`src/hdl/nav_codec_pkg.sv`:
```
// Packet identifiers, payload lengths and field offsets for the navigation payload codec
package nav_codec_pkg;
   localparam logic [7:0] ID_ANG_VEL = 8'h2a;
   localparam logic [7:0] ID_ANG_ACC = 8'h2b;
   localparam logic [7:0] ID_POS_VEL = 8'h2c;
   localparam logic [7:0] ID_POS = 8'h2d;
   localparam logic [7:0] ID_VEL = 8'h2e;
   localparam logic [7:0] ID_BODY_VEL = 8'h2f;
   localparam logic [7:0] ID_HEADING = 8'h30;
   localparam logic [7:0] LEN_ANG = 8'h0c;
   localparam logic [7:0] LEN_POS_VEL = 8'h3c;
   localparam logic [7:0] LEN_POS = 8'h24;
   localparam logic [7:0] LEN_VEL = 8'h18;
   localparam logic [7:0] LEN_BODY_VEL = 8'h10;
   localparam logic [7:0] LEN_HEADING = 8'h08;
   // Byte offsets
   localparam int OFS_0 = 0;
   localparam int OFS_4 = 4;
   localparam int OFS_8 = 8;
   localparam int OFS_12 = 12;
   localparam int OFS_16 = 16;
   localparam int OFS_20 = 20;
   localparam int OFS_24 = 24;
   localparam int OFS_28 = 28;
   localparam int OFS_32 = 32;
   localparam int OFS_36 = 36;
   localparam int OFS_40 = 40;
   localparam int OFS_44 = 44;
   localparam int OFS_48 = 48;
   localparam int OFS_52 = 52;
   localparam int OFS_56 = 56;
   localparam int MAX_LEN = 60;
endpackage

```
`src/hdl/nav_packet_payload_codec.sv`:
```
// Payload encoder for rate packets and decoder for external aiding packets
// Function
// Id 42 is sent as 12 bytes holding angular rate X, Y, Z as fp32 at offsets 0, 4, 8.
// Id 43 is sent as 12 bytes holding angular acceleration X, Y, Z as fp32 at offsets 0, 4, 8.
// Id 44 is 60 bytes starting with latitude, longitude and height as fp64 at offsets 0, 8, 16.
// Id 44 continues with NED velocity fp32 at 24..32 and six fp32 deviations at 36..56.
// Id 45 is 36 bytes: lat, lon, height fp64 at 0, 8, 16 and their deviations fp32 at 24, 28, 32.
// Id 46 is 24 bytes: NED velocity fp32 at 0, 4, 8 and deviations at 12, 16, 20.
// Id 47 is 16 bytes: body velocity fp32 at 0, 4, 8 and one shared deviation at 12.
// Id 48 is 8 bytes: heading fp32 at 0 and its deviation at 4.
// An aiding packet whose length does not match its identifier is dropped with no field output.
`timescale 1ns/1ns
module nav_packet_payload_codec
(
   input wire logic ref_clk,
   input wire logic resetn,
   // Encoder request
   input wire logic tx_req_rate,
   input wire logic tx_req_accel,
   output logic tx_busy,
   input wire logic [31:0] ang_x,
   input wire logic [31:0] ang_y,
   input wire logic [31:0] ang_z,
   // Encoder byte stream
   output logic tx_start,
   output logic [7:0] tx_id,
   output logic [7:0] tx_len,
   output logic tx_valid,
   output logic [7:0] tx_data,
   output logic tx_last,
   input wire logic tx_ready,
   // Decoder byte stream
   input wire logic rx_start,
   input wire logic [7:0] rx_id,
   input wire logic [7:0] rx_len,
   input wire logic rx_valid,
   input wire logic [7:0] rx_data,
   input wire logic rx_last,
   // Decoded aiding
   output logic [63:0] aid_lat,
   output logic [63:0] aid_lon,
   output logic [63:0] aid_hgt,
   output logic [31:0] aid_vel_n,
   output logic [31:0] aid_vel_e,
   output logic [31:0] aid_vel_d,
   output logic [31:0] aid_sd_lat,
   output logic [31:0] aid_sd_lon,
   output logic [31:0] aid_sd_hgt,
   output logic [31:0] aid_sd_vn,
   output logic [31:0] aid_sd_ve,
   output logic [31:0] aid_sd_vd,
   output logic [31:0] aid_body_x,
   output logic [31:0] aid_body_y,
   output logic [31:0] aid_body_z,
   output logic [31:0] aid_sd_body,
   output logic [31:0] aid_heading,
   output logic [31:0] aid_sd_heading,
   output logic aid_pos_vel_stb,
   output logic aid_pos_stb,
   output logic aid_vel_stb,
   output logic aid_body_stb,
   output logic aid_heading_stb,
   output logic rx_drop
);
   // ----------------------------------------
   // Encoder
   // ----------------------------------------
   logic [95:0] tx_shift;
   logic [7:0] tx_cnt;
   logic tx_run;
   assign tx_busy = tx_run;
   assign tx_valid = tx_run;
   assign tx_data = tx_shift[7:0];
   assign tx_last = tx_run && (tx_cnt == nav_codec_pkg::LEN_ANG - 8'h01);

   // Little endian: fp32 X occupies bytes 0..3, Y 4..7, Z 8..11
   always_ff @(posedge ref_clk or negedge resetn)
   begin
      if (!resetn)
      begin
         tx_run <= 1'b0;
         tx_shift <= '0;
         tx_cnt <= 8'h00;
         tx_id <= 8'h00;
         tx_len <= 8'h00;
         tx_start <= 1'b0;
      end
      else
      begin
         tx_start <= 1'b0;
         if (!tx_run && (tx_req_rate || tx_req_accel))
         begin
            tx_run <= 1'b1;
            tx_start <= 1'b1;
            tx_cnt <= 8'h00;
            tx_shift <= {ang_z, ang_y, ang_x};
            tx_id <= tx_req_rate ? nav_codec_pkg::ID_ANG_VEL : nav_codec_pkg::ID_ANG_ACC; // see
            tx_len <= nav_codec_pkg::LEN_ANG;
         end
         else if (tx_run && tx_ready)
         begin
            tx_shift <= {8'h00, tx_shift[95:8]};
            tx_cnt <= tx_cnt + 8'h01;
            if (tx_last)
               tx_run <= 1'b0;
         end
      end
   end

   // ----------------------------------------
   // Decoder
   // ----------------------------------------
   logic [7:0] rx_buf [0:nav_codec_pkg::MAX_LEN-1];
   logic [7:0] rx_ptr;
   logic [7:0] rx_cur_id;
   logic rx_ok;
   logic rx_act;
   logic [7:0] exp_len;

   always_comb
   begin
      case (rx_id)
         nav_codec_pkg::ID_POS_VEL: exp_len = nav_codec_pkg::LEN_POS_VEL;
         nav_codec_pkg::ID_POS: exp_len = nav_codec_pkg::LEN_POS;
         nav_codec_pkg::ID_VEL: exp_len = nav_codec_pkg::LEN_VEL;
         nav_codec_pkg::ID_BODY_VEL: exp_len = nav_codec_pkg::LEN_BODY_VEL;
         nav_codec_pkg::ID_HEADING: exp_len = nav_codec_pkg::LEN_HEADING;
         default: exp_len = 8'h00;
      endcase
   end

   function automatic logic [31:0] w32(input int o);
      w32 = {rx_buf[o+3], rx_buf[o+2], rx_buf[o+1], rx_buf[o]};
   endfunction
   function automatic logic [63:0] w64(input int o);
      w64 = {w32(o+4), w32(o)};
   endfunction

   // Byte capture; last byte goes straight into the buffer view via a one-cycle-later strobe
   logic rx_done;
   always_ff @(posedge ref_clk or negedge resetn)
   begin
      if (!resetn)
      begin
         rx_ptr <= 8'h00;
         rx_cur_id <= 8'h00;
         rx_ok <= 1'b0;
         rx_act <= 1'b0;
         rx_done <= 1'b0;
         rx_drop <= 1'b0;
      end
      else
      begin
         rx_done <= 1'b0;
         rx_drop <= 1'b0;
         if (rx_start)
         begin
            rx_act <= 1'b1;
            rx_ptr <= 8'h00;
            rx_cur_id <= rx_id;
            rx_ok <= (exp_len != 8'h00) && (rx_len == exp_len);
         end
         else if (rx_act && rx_valid)
         begin
            rx_ptr <= rx_ptr + 8'h01;
            if (rx_last)
            begin
               rx_act <= 1'b0;
               // Byte count must match too, or fields would be stale
               if (rx_ok && (rx_ptr + 8'h01 == rx_len))
                  rx_done <= 1'b1;
               else
                  rx_drop <= 1'b1;
            end
         end
      end
   end

   // No reset on storage; contents are only used after a full packet
   always_ff @(posedge ref_clk)
   begin
      if (rx_act && rx_valid && rx_ptr < 8'(nav_codec_pkg::MAX_LEN))
         rx_buf[rx_ptr[5:0]] <= rx_data;
   end

   // Field unpack on a good packet only
   always_ff @(posedge ref_clk or negedge resetn)
   begin
      if (!resetn)
      begin
         {aid_lat, aid_lon, aid_hgt} <= '0;
         {aid_vel_n, aid_vel_e, aid_vel_d} <= '0;
         {aid_sd_lat, aid_sd_lon, aid_sd_hgt, aid_sd_vn, aid_sd_ve, aid_sd_vd} <= '0;
         {aid_body_x, aid_body_y, aid_body_z, aid_sd_body, aid_heading, aid_sd_heading} <= '0;
         {aid_pos_vel_stb, aid_pos_stb, aid_vel_stb, aid_body_stb, aid_heading_stb} <= '0;
      end
      else
      begin
         {aid_pos_vel_stb, aid_pos_stb, aid_vel_stb, aid_body_stb, aid_heading_stb} <= '0;
         if (rx_done)
         begin
            case (rx_cur_id)
               nav_codec_pkg::ID_POS_VEL:
               begin
                  aid_lat <= w64(nav_codec_pkg::OFS_0);
                  aid_lon <= w64(nav_codec_pkg::OFS_8);
                  aid_hgt <= w64(nav_codec_pkg::OFS_16);
                  aid_vel_n <= w32(nav_codec_pkg::OFS_24);
                  aid_vel_e <= w32(nav_codec_pkg::OFS_28);
                  aid_vel_d <= w32(nav_codec_pkg::OFS_32);
                  aid_sd_lat <= w32(nav_codec_pkg::OFS_36);
                  aid_sd_lon <= w32(nav_codec_pkg::OFS_40);
                  aid_sd_hgt <= w32(nav_codec_pkg::OFS_44);
                  aid_sd_vn <= w32(nav_codec_pkg::OFS_48);
                  aid_sd_ve <= w32(nav_codec_pkg::OFS_52);
                  aid_sd_vd <= w32(nav_codec_pkg::OFS_56);
                  aid_pos_vel_stb <= 1'b1;
               end
               nav_codec_pkg::ID_POS:
               begin
                  aid_lat <= w64(nav_codec_pkg::OFS_0);
                  aid_lon <= w64(nav_codec_pkg::OFS_8);
                  aid_hgt <= w64(nav_codec_pkg::OFS_16);
                  aid_sd_lat <= w32(nav_codec_pkg::OFS_24);
                  aid_sd_lon <= w32(nav_codec_pkg::OFS_28);
                  aid_sd_hgt <= w32(nav_codec_pkg::OFS_32);
                  aid_pos_stb <= 1'b1;
               end
               nav_codec_pkg::ID_VEL:
               begin
                  aid_vel_n <= w32(nav_codec_pkg::OFS_0);
                  aid_vel_e <= w32(nav_codec_pkg::OFS_4);
                  aid_vel_d <= w32(nav_codec_pkg::OFS_8);
                  aid_sd_vn <= w32(nav_codec_pkg::OFS_12);
                  aid_sd_ve <= w32(nav_codec_pkg::OFS_16);
                  aid_sd_vd <= w32(nav_codec_pkg::OFS_20);
                  aid_vel_stb <= 1'b1;
               end
               nav_codec_pkg::ID_BODY_VEL:
               begin
                  aid_body_x <= w32(nav_codec_pkg::OFS_0);
                  aid_body_y <= w32(nav_codec_pkg::OFS_4);
                  aid_body_z <= w32(nav_codec_pkg::OFS_8);
                  aid_sd_body <= w32(nav_codec_pkg::OFS_12);
                  aid_body_stb <= 1'b1;
               end
               nav_codec_pkg::ID_HEADING:
               begin
                  aid_heading <= w32(nav_codec_pkg::OFS_0);
                  aid_sd_heading <= w32(nav_codec_pkg::OFS_4);
                  aid_heading_stb <= 1'b1;
               end
               default:
               begin
               end
            endcase
         end
      end
   end
endmodule

```
`config.mk`:
```
export PLATFORM = sky130hd
export DESIGN_NAME = nav_packet_payload_codec
export DESIGN_NICKNAME = d
export VERILOG_FILES = /design/src/hdl/nav_codec_pkg.sv /design/src/hdl/nav_packet_payload_codec.sv
export SDC_FILE = /design/constraint.sdc
export NUM_CORES = 2
export LEC_CHECK = 0
export ABC_CLOCK_PERIOD_IN_PS = 2500
export CAP_MARGIN = 40
export CORE_UTILIZATION = 42
export CTS_CLUSTER_SIZE = 28
export DETAILED_ROUTE_END_ITERATION = 12
export DONT_BUFFER_PORTS = 1
export PLACE_DENSITY = 0.57
export SETUP_SLACK_MARGIN = 0.05
export SLEW_MARGIN = 10
export SYNTH_ARGS = -nofsm -noshare
export SYNTH_HDL_FRONTEND = slang
export SYNTH_SLANG_ARGS = --single-unit
export TNS_END_PERCENT = 30
```
`constraint.sdc`:
```
create_clock -name ref_clk -period 2.5 [get_ports ref_clk]
set_input_delay 0.5 -clock ref_clk [delete_from_list [all_inputs] [get_ports ref_clk]]
set_output_delay 0.5 -clock ref_clk [all_outputs]
set_load 0.01 [all_outputs]
```
# Yosys cells after proc, flatten, opt, wreduce, memory -nomap -nowiden

Memory sizes are Yosys's and may differ from the RTL's.
Index checks and enable logic that the tools add are counted.

Flip-flop bits (word level): 812
RAM bits: 480
Bits of input ports: 128
Output and inout port bits: 706
Word-level logic and storage cells: 120
Memories kept: 1

$add $sub $neg: 2
Order comparisons: 1
Eq/ne operators: 13
Multiplexer cells: 44
Reductions and logical operators: 24

Memories:

| memory | words | width | rd ports | clocked after memory_dff | write ports | line                            | RTL |
|---|---|---|---|---|---|---|---|
| rx_buf | 60    | 8     | 60       | 0                        | 1           | nav_packet_payload_codec.sv:113 | `logic [7:0] rx_buf [0:nav_codec_pkg::MAX_LEN-1];` |

Operators by type and width:

| cell                                                | count |
|---|---|
| case mux 32 bit (2 select lines)                    | 9 |
| 2-to-1 mux 96 bit                                   | 2 |
| == test 8 x 6 -> 1 bit (second input constant)      | 10 |
| 2-to-1 mux 8 bit                                    | 4 |
| case mux 6 bit (5 select lines)                     | 1 |
| 2-to-1 mux 1 bit                                    | 28 |
| adder 8 x 1 -> 8 bit (second input constant)        | 2 |
| == test 8 bit                                       | 2 |
| AND reduction 2 bit                                 | 7 |
| nonzero test 2 bit                                  | 6 |
| == test 8 x 4 -> 1 bit (second input constant)      | 1 |
| < comparator 8 x 6 -> 1 bit (second input constant) | 1 |
| nonzero test 8 bit                                  | 1 |
| logical AND 1 bit                                   | 7 |
| OR reduction 2 bit                                  | 1 |
| zero test 1 bit                                     | 1 |
| logical OR 1 bit                                    | 1 |

# Logic depth before layout (Yosys ltp)

Word-level depth: 7
Gate-level depth with buffers: 8
Mapped depth without buffers: 6

# Worst setup path before layout

No wires, ideal clock.

Path type: input port to flip-flop
From: in rx_valid
To: mem rx_buf[15][0] (enable)
Setup time: 398 ps
Data arrival time: 2190 ps
Required time: 2102 ps
Slack: -88 ps
Stages on the path: 4
Path buffers: 0
Path through: nand2_1 > nor3_1 > nand4_1 > nor4b_1

Cells in the longest elaborated chain, start to end: 4

RTL lines:

| element                                | line                            | RTL |
|---|---|---|
| start, declared                        | nav_packet_payload_codec.sv:36  | `input wire logic rx_valid,` |
| logical AND 1 bit (2 in a row)         | nav_packet_payload_codec.sv:182 | `if (rx_act && rx_valid && rx_ptr < 8'(nav_codec_pkg::MAX_LEN))` |
| 2-to-1 mux 1 bit                       | nav_packet_payload_codec.sv:182 |  |
| 2-to-1 mux 1 bit (implied by the code) | nav_packet_payload_codec.sv:183 | `rx_buf[rx_ptr[5:0]] <= rx_data;` |
| end, declared                          | nav_packet_payload_codec.sv:113 |  |

Every way passes these cells.

==> results.py <==
metrics = {
    "outcome": {
        "status": "complete, but fails checks",
        "violations": "DRC, hold timing, slew limit, setup timing",
    },
    "synth": {
        "synth_fa_ha_area_share_pct": 0.0513,
        "synthesis.instances": 3681,
        "muxShareOfSynthArea_pct": 11.4,
        "synth_top_area_share_pct": 41.3,
        "ys_types": 48,
        "synth-xor-area-share_pct": 0.270,
        "synthArstFlopShare_pct": 62.6,
        "yosys.area.top_type": "dfrtp_1",
        "yosysWarnings": 0,
        "synth_top_family_by_area": "multiplexers",
        "synth-edff-count": 480,
        "yosysSeqAreaShare_pct": 70.9,
        "syn_area_per_cell_um2": 13.2,
        "synth_compound_area_share_pct": 4.70,
        "ys_ff_latch": 1285,
        "synth_area_leaders": "dfrtp_1, edfxtp_1, nand2_1",
        "syn_area_um2": 48700,
        "synth_top_flop_cell": "dfrtp_1",
        "yosys.area_share.simple_pct": 10.0,
    },
    "sta": {
        "worst_slack_ns": -0.678,
        "slew_headroom_pct": -217,
        "fin_crit_sh_pct": 127,
        "fin_crit_ns": 3.18,
        "holdWs_ns": -0.530,
        "worst_pin_slew_ns": 4.76,
        "finalHoldViolCount": 392,
        "setup_viol": 255,
        "clock.fmax_mhz": 315,
        "tns_ns": -119.95,
        "slew_violations": 496,
        "rsz0062_at_grt": "true",
        "fin_skew_ns": 0.0477,
    },
    "power": {
        "p_leak_nw": 26.1,
        "ir_drop_mv": 0.582,
        "powerDensity_nw_per_um2": 757,
    },
    "detailed_routing": {
        "routed_wl_um": 154000,
        "wl_per_cell_um": 27.5,
        "vias": 29800,
        "drt-pass1-iter-count": 9,
        "drc": 114,
        "viasPerCell": 5.34,
        "drtAntennaViolNets": 0,
        "drt_iter0_markers": 2145,
    },
    "hold_path": {
        "hp-class": "in2async",
    },
    "clock_network": {
        "clock_latency_ns": 0.75,
        "cts-root-buf": "clkbuf_16",
        "cts_tree": "yes",
        "cts_made_buffers": 137,
        "max-clock-path-buffers": 3,
        "cts.sinks": 1285,
        "ctsHtreeMaxLevel": 4,
        "hold_buffers": 122,
        "clk_pin_slew_worst_paths_ns": 0.06,
    },
    "final_layout": {
        "multiInputGateArea_um2": 13400,
        "final_nets": 4089,
        "fillCellCount": 9788,
        "drive_above_1_share_pct": 18.3,
        "final_common_cell": "dfrtp_1",
        "mostFrequentLayoutCells": "dfrtp_1, nand2_1, edfxtp_1",
        "regArea_um2": 34600,
        "area_growth_pct": 21.4,
    },
    "worst_setup_path": {
        "critical_path_class": "in2async",
        "critical_path_depth": 0,
        "required_ns": 2.20,
        "setup.worst_path.end_class": "async pin",
        "r2r_slack_ns": 0.01,
        "crit_arrival_ns": 2.88,
        "critPathLaunchType": "input port",
        "timing.rr.end": "aid_vel_n[28]",
        "endpoint": "aid_sd_vn[26]",
        "path_max_fanout": 805,
        "cp-startpoint": "resetn",
        "rr_worst_depth": 10,
        "r2r_start": "rx_cur_id[6]",
    },
    "global_route": {
        "overflow": 0,
        "antenna_found_initial": 2,
        "track_usage_pct": 24.2,
        "grt_max_degree": 806,
        "grt_first_pass_wirelength_um": 208000,
        "grt_pass1_vias": 29700,
    },
    "flow_run": {
        "drv_cap": 0,
    },
    "placed_design": {
        "numPortBuffers": 0,
        "hpwl_um": 93000,
        "globalplace.congestion": 0.809,
    },
    "die": {
        "die_h_um": 343,
        "dieWidth_um": 343,
        "pin_count": 834,
        "core_area_um2": 115000,
        "num_rows": 124,
        "start_util_pct": 42.5,
        "dieArea_um2": 117000,
    },
}
[how the worst min path moves through the flow]
stage,startpoint,endpoint,depth (start not counted)
2_1_floorplan,resetn,aid_body_stb,0
3_3_place_gp,resetn,tx_id[3],0
3_5_place_dp,resetn,aid_sd_heading[2],0
4_1_cts,resetn,aid_sd_heading[2],0
5_1_grt,resetn,aid_sd_heading[2],0
6_report,resetn,aid_sd_heading[2],0
[Yosys cell counts (2+ instances only)]
cell type,n
dfrtp_1,805
nand2_1,791
edfxtp_1,480
nor2_1,364
a21oi_1,298
mux2i_1,290
mux2_4,109
mux2_2,91
a22oi_1,88
clkbuf_1,78
buf_2,73
buf_4,48
nand3_1,22
buf_6,17
o21ai_0,14
nor3_1,13
buf_1,12
xor2_1,8
inv_1,7
xnor2_1,7
nand2b_1,6
and2_1,5
nor3b_1,5
or3_1,5
nand3b_1,4
nand4_1,4
nor4b_1,4
or2_2,4
nor4_1,3
or4_1,3
ha_1,2
nand4b_1,2
nor2_2,2
o22ai_1,2
o31a_1,2
[worst reg2reg max path, cell delays in order, from the launching register on]
cell,delay [ns]
dfrtp_1,0.38
or3b_4,0.41
or4_4,0.53
buf_6,0.15
nor2_4,0.17
buf_12,0.16
buf_8,0.12
clkbuf_16,0.18
clkbuf_16,0.18
nor2_2,0.04
a21oi_1,0.11
[where the power goes]
part           switching, mW  total (mW)  internal (mW)
Combinational          0.907        1.55          0.646
Clock                   8.38        20.3           11.9
Sequential             0.437        22.9           22.5
Total                   9.73        44.8           35.1
[metrics by stage]
step	std cells	setup WS, ns	utilization [%]	area (µm²)	total power, mW
global route	5585	-0.182	51.6	59200	46.2
global placement	5132	-0.0592	44.7	51300	24.4
floorplan	3690	-0.0199	-	48800	24.2
CTS	5518	-0.147	50.1	57400	45.1
finish	5586	-0.678	51.6	59200	44.8
detailed placement	5132	-0.0805	44.7	51300	24.4
[registers in the layout (all words and copies together), names as in the netlist, 64 cells and up]
register  cells
aid_lat      64
aid_hgt      64
tx_shift     96
aid_lon      64
rx_buf      480
[layout make-up]
cell class | count | share of cell area (%)
clock buffer | 213 | 6.86
multi-input combinational | 2169 | 22.7
timing repair buffer | 358 | 8.10
inverter | 8 | 0.0507
antenna | 2 | 0.00846
sequential | 1285 | 58.4
clock inverter | 39 | 0.731
tap | 1512 | 3.20
[routing by layer]
| layer | track usage, % | vias to the layer above | part of all wire [%] |
|---|---|---|---|
| met2 | 39.9 | 959 | 49 |
| met3 | 7.77 | 186 | 8.1 |
| met4 | 7.11 | 0 | 2.6 |
| met1 | 30.4 | 15400 | 40 |
| met5 | 0 | - | 0 |
| li1 | - | 13300 | - |
[cell families after synthesis]
| kind of cell | count (synthesis) |
|---|---|
| DFF | 1285 |
| and+or+nand+nor | 1243 |
| muxes | 490 |
| AOI/OAI and AO/OA | 409 |
| buffers and inverters | 236 |
| xor gates and xnor gates | 15 |
| adders and majority gates | 2 |
| other | 1 |
[timing repair]
item                                    in CTS  in global routing
cloned                                       3                 44
pin swaps                                    2                 40
resized for setup                           19                152
endpoints found under the setup margin     192                403
setup buffers                                9                 21
endpoints found under the hold margin     1402                805
Power figures use the tool's default switching activity.
